===== src/hw/ubt_pkg.sv =====
package ubt_pkg;
  localparam int unsigned ubt_data_bits = 8;
  localparam int unsigned ubt_frame_bits = 11;
  localparam int unsigned ubt_shift_bits = 10;
  localparam int unsigned ubt_gap_clocks = 2;
  localparam logic [7:0] ubt_divisor_reset = 8'hff;
  localparam logic [7:0] ubt_divisor_min = 8'h08;
  typedef enum logic [1:0] {ubt_tx_idle = 2'b00, ubt_tx_shift = 2'b01, ubt_tx_gap = 2'b11} ubt_tx_e;
  typedef enum logic [1:0] {ubt_rx_idle = 2'b00, ubt_rx_shift = 2'b01, ubt_rx_stop = 2'b11} ubt_rx_e;
endpackage


===== src/hw/ubt_uart.sv =====
module ubt_uart
(
  // clock and reset
  input wire logic i_clock,
  input wire logic i_rst_b,
  // base clock enable and configuration
  input wire logic i_base_clk_en,
  input wire logic i_channel_enable_bit,
  input wire logic i_receive_enable_bit,
  input wire logic i_transmit_enable_bit,
  input wire logic [7:0] i_divisor_value_field,
  // transmit holding register write
  input wire logic i_tx_write,
  input wire logic [ubt_pkg::ubt_data_bits-1:0] i_tx_data,
  // serial pins
  input wire logic i_serial_rx_pin,
  output logic o_serial_tx_pin,
  // status
  output logic o_tx_holding_full_flag,
  output logic o_tx_shifter_busy_flag,
  output logic o_rx_valid,
  output logic [ubt_pkg::ubt_data_bits-1:0] o_rx_data,
  output logic o_rx_frame_error
);
  import ubt_pkg::*;

  logic tick;
  logic run;
  assign run = i_channel_enable_bit;
  assign tick = run & i_base_clk_en;

  // transmit state
  ubt_tx_e tx_st_q, tx_st_d;
  logic [7:0] tx_cnt_q, tx_cnt_d;
  logic tx_half_q, tx_half_d;
  logic [3:0] tx_bit_q, tx_bit_d;
  logic [9:0] tx_sh_q, tx_sh_d;
  logic [7:0] hold_q, hold_d;
  logic full_q, full_d;
  logic pin_q, pin_d;
  logic [1:0] gap_q, gap_d;
  logic busy_q, busy_d;

  always_comb
  begin
    tx_st_d = tx_st_q;
    tx_cnt_d = tx_cnt_q;
    tx_half_d = tx_half_q;
    tx_bit_d = tx_bit_q;
    tx_sh_d = tx_sh_q;
    hold_d = hold_q;
    full_d = full_q;
    pin_d = pin_q;
    gap_d = gap_q;
    if (!run || !i_transmit_enable_bit)
    begin
      tx_st_d = ubt_tx_idle;
      full_d = 1'b0;
      pin_d = 1'b1;
    end
    else
    begin
      if (i_tx_write && !full_q)
      begin
        hold_d = i_tx_data;
        full_d = 1'b1;
      end
      if (tick)
      begin
        unique case (tx_st_q)
          ubt_tx_idle:
          begin
            if (full_q)
            begin
              tx_sh_d = {1'b1, hold_q, 1'b0};
              full_d = 1'b0;
              pin_d = 1'b0;
              tx_cnt_d = 8'h01;
              tx_half_d = 1'b0;
              tx_bit_d = 4'h0;
              tx_st_d = ubt_tx_shift;
            end
          end
          ubt_tx_shift:
          begin
            if (tx_cnt_q == i_divisor_value_field)
            begin
              tx_cnt_d = 8'h01;
              tx_half_d = ~tx_half_q;
              if (tx_half_q)
              begin
                if (tx_bit_q == 4'(ubt_shift_bits - 1))
                begin
                  gap_d = 2'h1; // idle load tick is the second gap clock
                  tx_st_d = ubt_tx_gap;
                end
                else
                begin
                  tx_bit_d = tx_bit_q + 4'h1;
                  pin_d = tx_sh_q[tx_bit_q + 4'h1];
                end
              end
            end
            else
            begin
              tx_cnt_d = tx_cnt_q + 8'h01;
            end
          end
          ubt_tx_gap:
          begin
            gap_d = gap_q + 2'h1;
            if (gap_q == 2'(ubt_gap_clocks - 1))
            begin
              tx_st_d = ubt_tx_idle;
            end
          end
          default:
          begin
            tx_st_d = ubt_tx_idle;
          end
        endcase
      end
    end
    busy_d = (tx_st_d != ubt_tx_idle);
  end

  always_ff @(posedge i_clock or negedge i_rst_b)
  begin
    if (!i_rst_b)
    begin
      busy_q <= 1'b0;
      tx_st_q <= ubt_tx_idle;
      tx_cnt_q <= 8'h01;
      tx_half_q <= 1'b0;
      tx_bit_q <= 4'h0;
      tx_sh_q <= 10'h3ff;
      hold_q <= 8'h00;
      full_q <= 1'b0;
      pin_q <= 1'b1;
      gap_q <= 2'h0;
    end
    else
    begin
      tx_st_q <= tx_st_d;
      tx_cnt_q <= tx_cnt_d;
      tx_half_q <= tx_half_d;
      tx_bit_q <= tx_bit_d;
      tx_sh_q <= tx_sh_d;
      hold_q <= hold_d;
      full_q <= full_d;
      pin_q <= pin_d;
      gap_q <= gap_d;
      busy_q <= busy_d;
    end
  end

  assign o_serial_tx_pin = pin_q;
  assign o_tx_holding_full_flag = full_q;
  assign o_tx_shifter_busy_flag = busy_q;

  // receive state
  ubt_rx_e rx_st_q, rx_st_d;
  logic [7:0] rx_cnt_q, rx_cnt_d;
  logic rx_half_q, rx_half_d;
  logic [3:0] rx_bit_q, rx_bit_d;
  logic [7:0] rx_sh_q, rx_sh_d;
  logic [7:0] rx_dat_q, rx_dat_d;
  logic rx_vld_q, rx_vld_d;
  logic rx_fe_q, rx_fe_d;

  always_comb
  begin
    rx_st_d = rx_st_q;
    rx_cnt_d = rx_cnt_q;
    rx_half_d = rx_half_q;
    rx_bit_d = rx_bit_q;
    rx_sh_d = rx_sh_q;
    rx_dat_d = rx_dat_q;
    rx_vld_d = 1'b0;
    rx_fe_d = rx_fe_q;
    if (!run || !i_receive_enable_bit)
    begin
      rx_st_d = ubt_rx_idle;
      rx_fe_d = 1'b0;
    end
    else if (tick)
    begin
      unique case (rx_st_q)
        ubt_rx_idle:
        begin
          if (!i_serial_rx_pin)
          begin
            rx_cnt_d = 8'h01;
            rx_half_d = 1'b0;
            rx_bit_d = 4'h0;
            rx_st_d = ubt_rx_shift;
          end
        end
        ubt_rx_shift, ubt_rx_stop:
        begin
          if (rx_cnt_q == i_divisor_value_field)
          begin
            rx_cnt_d = 8'h01;
            rx_half_d = ~rx_half_q;
            if (!rx_half_q && rx_bit_q == 4'h0 && i_serial_rx_pin)
            begin
              rx_st_d = ubt_rx_idle;
            end
            else if (!rx_half_q && rx_st_q == ubt_rx_stop)
            begin
              rx_dat_d = rx_sh_q;
              rx_vld_d = 1'b1;
              rx_fe_d = ~i_serial_rx_pin;
              rx_st_d = ubt_rx_idle;
            end
            else if (!rx_half_q && rx_bit_q != 4'h0)
            begin
              rx_sh_d = {i_serial_rx_pin, rx_sh_q[7:1]};
            end
            else if (rx_half_q)
            begin
              rx_bit_d = rx_bit_q + 4'h1;
              if (rx_bit_q == 4'(ubt_data_bits))
              begin
                rx_st_d = ubt_rx_stop;
              end
            end
          end
          else
          begin
            rx_cnt_d = rx_cnt_q + 8'h01;
          end
        end
        default:
        begin
          rx_st_d = ubt_rx_idle;
        end
      endcase
    end
  end

  always_ff @(posedge i_clock or negedge i_rst_b)
  begin
    if (!i_rst_b)
    begin
      rx_st_q <= ubt_rx_idle;
      rx_cnt_q <= 8'h01;
      rx_half_q <= 1'b0;
      rx_bit_q <= 4'h0;
      rx_sh_q <= 8'h00;
      rx_dat_q <= 8'h00;
      rx_vld_q <= 1'b0;
      rx_fe_q <= 1'b0;
    end
    else
    begin
      rx_st_q <= rx_st_d;
      rx_cnt_q <= rx_cnt_d;
      rx_half_q <= rx_half_d;
      rx_bit_q <= rx_bit_d;
      rx_sh_q <= rx_sh_d;
      rx_dat_q <= rx_dat_d;
      rx_vld_q <= rx_vld_d;
      rx_fe_q <= rx_fe_d;
    end
  end

  assign o_rx_valid = rx_vld_q;
  assign o_rx_data = rx_dat_q;
  assign o_rx_frame_error = rx_fe_q;

  // checks
  a_hold_when_stopped: assert property (@(posedge i_clock) disable iff (!i_rst_b)
    (run && i_transmit_enable_bit && !i_base_clk_en) |=> $stable(o_serial_tx_pin))
    else $error("tx pin moved without base clock");
  a_gap_after_stop: assert property (@(posedge i_clock) disable iff (!i_rst_b)
    (tx_st_q == ubt_tx_shift && tx_st_d == ubt_tx_gap) |=> o_serial_tx_pin && tx_st_q == ubt_tx_gap)
    else $error("no gap after stop bit");
  a_gap_length: assert property (@(posedge i_clock) disable iff (!i_rst_b)
    (tx_st_q == ubt_tx_gap && tick && gap_q == 2'h1) |=> tx_st_q != ubt_tx_gap || !run)
    else $error("gap not two base clocks");
  a_start_low: assert property (@(posedge i_clock) disable iff (!i_rst_b)
    (tx_st_q == ubt_tx_idle && tx_st_d == ubt_tx_shift) |=> !o_serial_tx_pin && o_tx_shifter_busy_flag)
    else $error("start bit not driven");
  a_flag_step: assert property (@(posedge i_clock) disable iff (!i_rst_b)
    (tick && i_transmit_enable_bit && tx_st_q == ubt_tx_idle && full_q && !i_tx_write)
    |=> !o_tx_holding_full_flag && o_tx_shifter_busy_flag)
    else $error("flags did not move to 01");
  a_rx_restart: assert property (@(posedge i_clock) disable iff (!i_rst_b)
    (tick && i_receive_enable_bit && rx_st_q == ubt_rx_idle && !i_serial_rx_pin)
    |=> rx_cnt_q == 8'h01 && rx_st_q == ubt_rx_shift)
    else $error("rx timing not restarted");
  a_rx_counter: assert property (@(posedge i_clock) disable iff (!i_rst_b)
    (rx_st_q != ubt_rx_idle) |-> rx_cnt_q <= i_divisor_value_field || i_divisor_value_field < ubt_divisor_min)
    else $error("rx counter past divisor");
  a_bit_rate: assert property (@(posedge i_clock) disable iff (!i_rst_b)
    (tick && tx_st_q == ubt_tx_shift && tx_cnt_q != i_divisor_value_field) |=> tx_bit_q == $past(tx_bit_q))
    else $error("bit advanced early");
endmodule


===== config.mk =====
export PLATFORM = sky130hd
export DESIGN_NAME = ubt_uart
export DESIGN_NICKNAME = d
export VERILOG_FILES = /design/src/hw/ubt_pkg.sv /design/src/hw/ubt_uart.sv
export SDC_FILE = /design/constraint.sdc
export NUM_CORES = 1
export LEC_CHECK = 0
export BUFFER_PORTS_ARGS = -buffer_cell sky130_fd_sc_hd__buf_2
export CAP_MARGIN = 20
export CORE_UTILIZATION = 45
export CTS_CLUSTER_DIAMETER = 200
export DETAILED_ROUTE_END_ITERATION = 8
export HOLD_SLACK_MARGIN = 0.03
export PLACE_DENSITY = 0.7
export SYNTH_ARGS = -nofsm -noshare
export SYNTH_HDL_FRONTEND = slang
export SYNTH_SLANG_ARGS = --single-unit

===== constraint.sdc =====
create_clock -name i_clock -period 2.35 [get_ports i_clock]
set_input_delay 0.235 -clock i_clock [delete_from_list [all_inputs] [get_ports i_clock]]
set_output_delay 0.235 -clock i_clock [all_outputs]
set_load 0.01 [all_outputs]

==> run summary, run 1 <==
Outcome: finished, final reports clean
Pins Over Slew Limit: 0
Hold Crit Class: in2reg
Synth Register Bits: 70
Final Util: 0.535
Post-synth EDFFs: 0
Fin. Hold Viols: 0
Via count: 2568
Initial core utilization: 0.462
Total power after layout: 2.88 mW
FF+latch area: 1770 um^2
Antenna diode count: 0
CTS tree: done
Resize count post-CTS: 0
Ys Warns: 0
Final Hold Slack: 115 ps
Worst Path Arrival: 2450 ps
I/O pins: 37
Clk_lat worst skew: 350 ps
CP required: 2580 ps
First-pass GRT wire length: 12.1 mm
Fin crit share: 0.947
Synth top area cells: dfrtp_1 41%, dfstp_2 8.9%, mux2_2 5.7%
Placed cells: 463
Syn nets: 357
GR Util All Layers: 0.186
Worst reg2reg startpoint: rx_cnt_q[0]
Worst Setup SP: rx_cnt_q[0]
Dpl ws: 136 ps
Minimum clock period: 2220 ps
Core area: 7690 um^2
Pleak: 1.87 nW
CTS Root Cell: clkbuf_8
Sequential share of the synthesized area: 0.498
Max VDD drop: 0.431 mV
Synth cell types: 51
Area leader, netlist: dfrtp_1
Slew @ Worst Pin: 511 ps
Cell area after layout: 4110 um^2
Hold Startpoint: i_tx_data[3]
Number of port buffers: 36
Setup crit end kind: register
Critical Path Fanout Max: 9
Antenna Violating Nets Remaining: 0
Slew HR: 0.660
Vias in the first global route: 2613
Post-route worst setup slack: 125 ps
Clock sink total: 70
Power per cell area: 701 nW/um^2
Ys flop type: dfrtp_1
Area growth syn-to-layout: 15.8%
Clock slew at reported path FFs: 70 ps
Synth async-reset ratio: 1.00
CTS H-tree lvls: 3
# setup viols final: 0
Post-DP Area: 3880 um^2
WS Path Type: reg2reg
1st-iter DRT viols: 172
Num CTS Buffers: 9
Clock skew: 9.71 ps
Max Cap Viol: 0
Mapped Area: 3550 um^2
Crit start category: register
Total grt overflow: 0
Residual DRC count: 0
Gate power share: 0.119
RSZ-0062 raised after global routing: no
Fin nets: 404
Die W: 90.8 um
Sequential share of power: 0.513
Max Clock Freq: 450 MHz
Vias per cell: 5.35
Share of layout cells above drive strength 1: 0.249
Maximum clock insertion buffer count: 2
Area of the multi-input gates: 1670 um^2
Die area: 8250 um^2
# rows: 32
Switching portion of total power: 0.256
Total wire length: 6.80 mm
Int Pwr: 2.14 mW
Final HPWL DP: 4.95 mm
Psw: 0.737 mW
Initial antenna violation count: 0
Share of the synthesized area in the top cell type: 0.409
Drt pass-1 iters: 5
WL/cell: 14.2 um
Fillcell total: 710
Die Span Y: 90.8 um
Placer Congestion: 0.838
Post-Layout Cell Count: 480
Synthesized area per cell: 10.9 um^2
Setup_tns: 0 ps
Mapped Cells: 326
Pin count of the biggest net entering global routing: 26
Part of the power in the clock network: 0.368
-- critical path: stages, from the launching register on --
cell and delay, ps:
dfstp_2 570, xor2_1 80, nor4_2 430, nand4_1 230, a211o_1 440, mux2_1 360
-- metal layers --
metal | global-route usage | vias up | share of wire
met3 | 0.0657 | 10 | 0.056
met5 | 0 | - | 0
met2 | 0.286 | 48 | 0.46
met4 | 0.0701 | 0 | 0.014
li1 | - | 1271 | -
met1 | 0.241 | 1239 | 0.47
-- synthesized netlist by cell type (2+ instances only) --
library cell	n
nor2b_1	6
inv_1	18
nand2b_1	3
dfstp_2	12
and4_1	3
nor4_1	4
nor2_1	15
a21oi_1	7
a21boi_1	2
a211oi_1	2
o22ai_1	5
mux2i_1	3
nand4_1	7
clkbuf_1	4
mux2_1	17
a22o_1	3
nor4b_1	2
a31oi_1	3
o31ai_1	5
and3_1	2
o211ai_1	4
nand2_1	22
dfrtp_1	58
and2_1	4
a2111oi_0	2
nor3b_1	2
o21a_1	2
mux2_2	18
buf_2	7
nand4b_1	3
nand3_1	12
xnor2_1	6
o311ai_1	2
o21ai_0	14
nor3_1	9
ha_1	7
xor2_1	17
-- cell type report --
cell class | count | area share
tap | 102 | 0.0311
inverter | 18 | 0.0164
clock inverter | 5 | 0.0207
multi-input combinational | 227 | 0.405
sequential | 70 | 0.430
timing repair buffer | 47 | 0.0646
clock buffer | 11 | 0.0320
-- layout by cell type, fill, tap and decap left out, types with 6 or more instances in the layout --
cell      count
inv_1        18
mux2_2       18
clkbuf_8      9
xor2_1       17
dfrtp_1      58
nor3_1        9
dfstp_2      12
nor2b_1       6
o21ai_0      14
buf_4        10
buf_2        36
ha_1          7
nor2_1       15
xnor2_1       6
nand4_1       7
a21oi_1       7
nand3_1      12
mux2_1       17
nand2_1      22
-- worst paths after layout --
path / depth (start not counted) / slack [ps] / endpoint
worst max-delay path: 5 / 130 / o_rx_data[4]
worst min-delay path: 2 / 120 / hold_q[3]
worst max register to register: 5 / 130 / o_rx_data[4]
worst min register to register: 1 / 490 / o_rx_data[3]
max in group asynchronous: 3 / 1210 / tx_sh_q[4]
min in group asynchronous: 2 / 390 / tx_cnt_q[6]
-- sequential cells by signal, summed over array words and instances, names as in the netlist, 2 cells and up --
name,count
gap_q,2
rx_st_q,2
hold_q,8
tx_bit_q,4
tx_sh_q,9
tx_st_q,2
tx_cnt_q,8
rx_sh_q,8
o_rx_data,8
rx_cnt_q,8
rx_bit_q,4
-- repair_timing --
item | 4_1_cts | 5_1_grt
hold buffers | 1 | 0
buffers inserted | 0 | 0
hold endpoints to repair | 14 | 0
-- power groups by stage --
stage	logic (mW)	clock network, mW	registers, mW
after floorplan	0.245	0	1.47
after global placement	0.331	0	1.49
after detailed placement	0.344	0	1.50
after CTS	0.348	1.10	1.48
after global routing	0.393	1.14	1.50
final	0.343	1.06	1.48
-- cell families (layout without fill, tap and decap cells) --
logic type / Yosys count / after routing / share of synthesized area
AND/OR/NAND/NOR: 101 / 101 / 0.158
flip-flops: 70 / 70 / 0.498
AO/OA/AOI/OAI: 58 / 58 / 0.111
multiplexers: 38 / 38 / 0.119
buffers and inverters: 29 / 81 / 0.0331
XOR/XNOR: 23 / 23 / 0.0567
adder cells (fa/ha/maj): 7 / 7 / 0.0247
Power figures use the tool's default switching activity.
==> run 2, diff against run 1 <==
--- a/config.mk
+++ b/config.mk
@@ -5,13 +5,14 @@
 export SDC_FILE = /design/constraint.sdc
 export NUM_CORES = 1
 export LEC_CHECK = 0
+export ABC_AREA = 1
 export BUFFER_PORTS_ARGS = -buffer_cell sky130_fd_sc_hd__buf_2
 export CAP_MARGIN = 20
 export CORE_UTILIZATION = 45
 export CTS_CLUSTER_DIAMETER = 200
 export DETAILED_ROUTE_END_ITERATION = 8
 export HOLD_SLACK_MARGIN = 0.03
-export PLACE_DENSITY = 0.7
+export PLACE_DENSITY = 0.69
 export SYNTH_ARGS = -nofsm -noshare
 export SYNTH_HDL_FRONTEND = slang
 export SYNTH_SLANG_ARGS = --single-unit
==> run 2 against run 1 <==
Against the previous run: largest power group unchanged; design area increased by 5.5%; sequential cell count unchanged; worst hold slack got worse by 3.6 ps; register-to-register slack improved by 350 ps; highest routed layer unchanged; critical endpoint is now o_rx_data[3].
==> run summary, run 2 <==
WS Path Type: reg2reg
Final Util: 0.530
I/O pins: 37
Crit start category: register
First-pass GRT wire length: 13.5 mm
WL/cell: 12.2 um
Vias per cell: 4.93
Die Span Y: 93.9 um
Slew @ Worst Pin: 725 ps
Most common cell after layout, fill and taps aside: nand2_1
Clock skew: 12.9 ps
Die W: 93.9 um
Power per cell area: 717 nW/um^2
Ys flop type: dfrtp_1
Outcome: finished, final reports clean
CTS tree: done
Core area: 8180 um^2
Pins Over Slew Limit: 0
Num CTS Buffers: 9
Mapped Cells: 467
Initial core utilization: 0.465
Antenna diode count: 0
# setup viols final: 0
Share of layout cells above drive strength 1: 0.227
Clock slew at reported path FFs: 80 ps
Commonest cells after routing, fill and taps aside: 118 x nand2_1, 62 x inv_1, 58 x dfrtp_1
1st-iter DRT viols: 161
Antenna Violating Nets Remaining: 0
Max reg flops: 9
Fin nets: 541
Max VDD drop: 0.284 mV
RSZ-0062 raised after global routing: no
CP cell instances: inv_1 -> ha_1 -> nand2_2 -> nor2_1 -> nand2_1 -> nand2_1 -> nor3_2 -> nand2_2 -> nand2_1 -> o21ai_2
Pleak: 2.10 nW
Slew HR: 0.517
Total grt overflow: 0
Fin. Hold Viols: 0
Mapped Area: 3800 um^2
Pin count of the biggest net entering global routing: 31
Area leader, netlist: dfrtp_1
Max Cap Viol: 0
Hold Crit Class: in2reg
Setup crit end kind: register
Clk_lat worst skew: 350 ps
Critical Path Slowest Stage Cell: dfrtp_1
Share of the synthesized area in the top cell type: 0.382
Post-synth EDFFs: 0
Post-CTS setup buffers: 0
Fillcell total: 783
Max Clock Freq: 534 MHz
Critical Path Fanout Max: 15
Area growth syn-to-layout: 14.1%
CP delay by family, top: simple AND/OR/NAND/NOR gates
CTS Hold Bufs: 1
Minimum clock period: 1870 ps
Delay of the slowest cell on the worst path: 400 ps
Synthesized area per cell: 8.13 um^2
CTS Root Cell: clkbuf_8
Fin crit share: 0.797
Synth top area cells: dfrtp_1 38%, nand2_1 12%, dfstp_2 8.3%
GR Util All Layers: 0.198
CP required: 2580 ps
Final HPWL DP: 5.65 mm
Synth cell types: 43
Sequential share of the synthesized area: 0.465
Biggest register: tx_sh_q
Top cells by count, synth: 118 x nand2_1, 62 x inv_1, 58 x dfrtp_1
Via count: 3054
Drt pass-1 iters: 5
Placer Congestion: 0.849
Synth Register Bits: 70
CTS H-tree lvls: 3
Number of port buffers: 36
Syn nets: 498
Setup_tns: 0 ps
Clock sink total: 70
Buf+Inv Stages, Crit Path: 1
Die area: 8810 um^2
Ys Warns: 0
Residual DRC count: 0
Total wire length: 7.56 mm
Synth async-reset ratio: 1.00
Vias in the first global route: 2922
Initial antenna violation count: 0
Maximum clock insertion buffer count: 2
# rows: 33
Most frequent cell after synthesis: nand2_1
Worst Path Arrival: 2100 ps
Resize count post-CTS: 0
Most common cell on crit path: nand2_1
-- run 2: changes by cell type after synthesis, sizes merged, moves of 6 or more --
cell and change:
a21oi +7, inv +53, mux2 -32, nand2 +105, nand3 +17, nor2 +29, nor2b -6, o21ai +30
xor2 -10
-- run 2: cell families after synthesis --
logic type | share of synthesized area
multiplexers | 0.00889
XOR/XNOR | 0.0346
AO/OA/AOI/OAI | 0.112
buffers and inverters | 0.0876
flip-flops | 0.465
adder cells (fa/ha/maj) | 0.0231
AND/OR/NAND/NOR | 0.269
-- run 2: area by class of cell --
class,instances,area [um^2],share of cell area
flip-flops and latches,70,1770,0.408
multi-input cells,317,1700,0.392
inverters,73,280,0.0647
repair buffers,39,218,0.0502
clock buffers,11,131,0.0303
well taps,105,131,0.0303
clock inverters,5,108,0.0248
-- run 2: worst paths after layout --
check,cells after the start,startpoint,to,slack [ps]
min in group asynchronous,2,i_rst_b,hold_q[0],480
hold / removal,2,i_tx_data[7],hold_q[7],110
max in group asynchronous,3,i_rst_b,rx_cnt_q[0],1150
setup reg to reg,10,rx_bit_q[0],o_rx_data[3],480
setup / recovery,10,rx_bit_q[0],o_rx_data[3],480
hold reg to reg,2,tx_sh_q[0],tx_sh_q[0],470
-- run 2: layer usage --
layer	track usage	wire length, um	vias up	share of wire
li1	-	-	1567	-
met1	0.267	3670	1435	0.49
met2	0.303	3510	46	0.46
met3	0.0502	286	6	0.038
met4	0.0782	90	0	0.012
met5	0	0	-	0
-- run 2: worst reg2reg max path, cell delays in order, from the launching register on --
cell	delay, ps
dfrtp_1	400
inv_1	70
ha_1	220
nand2_2	100
nor2_1	50
nand2_1	90
nand2_1	70
nor3_2	250
nand2_2	290
nand2_1	160
o21ai_2	60
-- run 2: power by group --
part | switching (mW) | total (mW) | internal, mW
registers | 0.108 | 1.48 | 1.37
clock network | 0.461 | 1.17 | 0.710
logic | 0.267 | 0.457 | 0.190
-- run 2: metrics by stage --
stage          worst slack [ps]  hold WS (ps)  instances  cell area [um^2]  power [mW]
4_1_cts                     487          96.7        620              4330        3.15
2_1_floorplan               795         -60.6        467              3800        1.82
3_3_place_gp                567           312        603              4090        1.94
5_1_grt                     293          95.5        620              4330        3.28
3_5_place_dp                494           330        603              4090        1.96
6_report                    478           112        620              4330        3.11
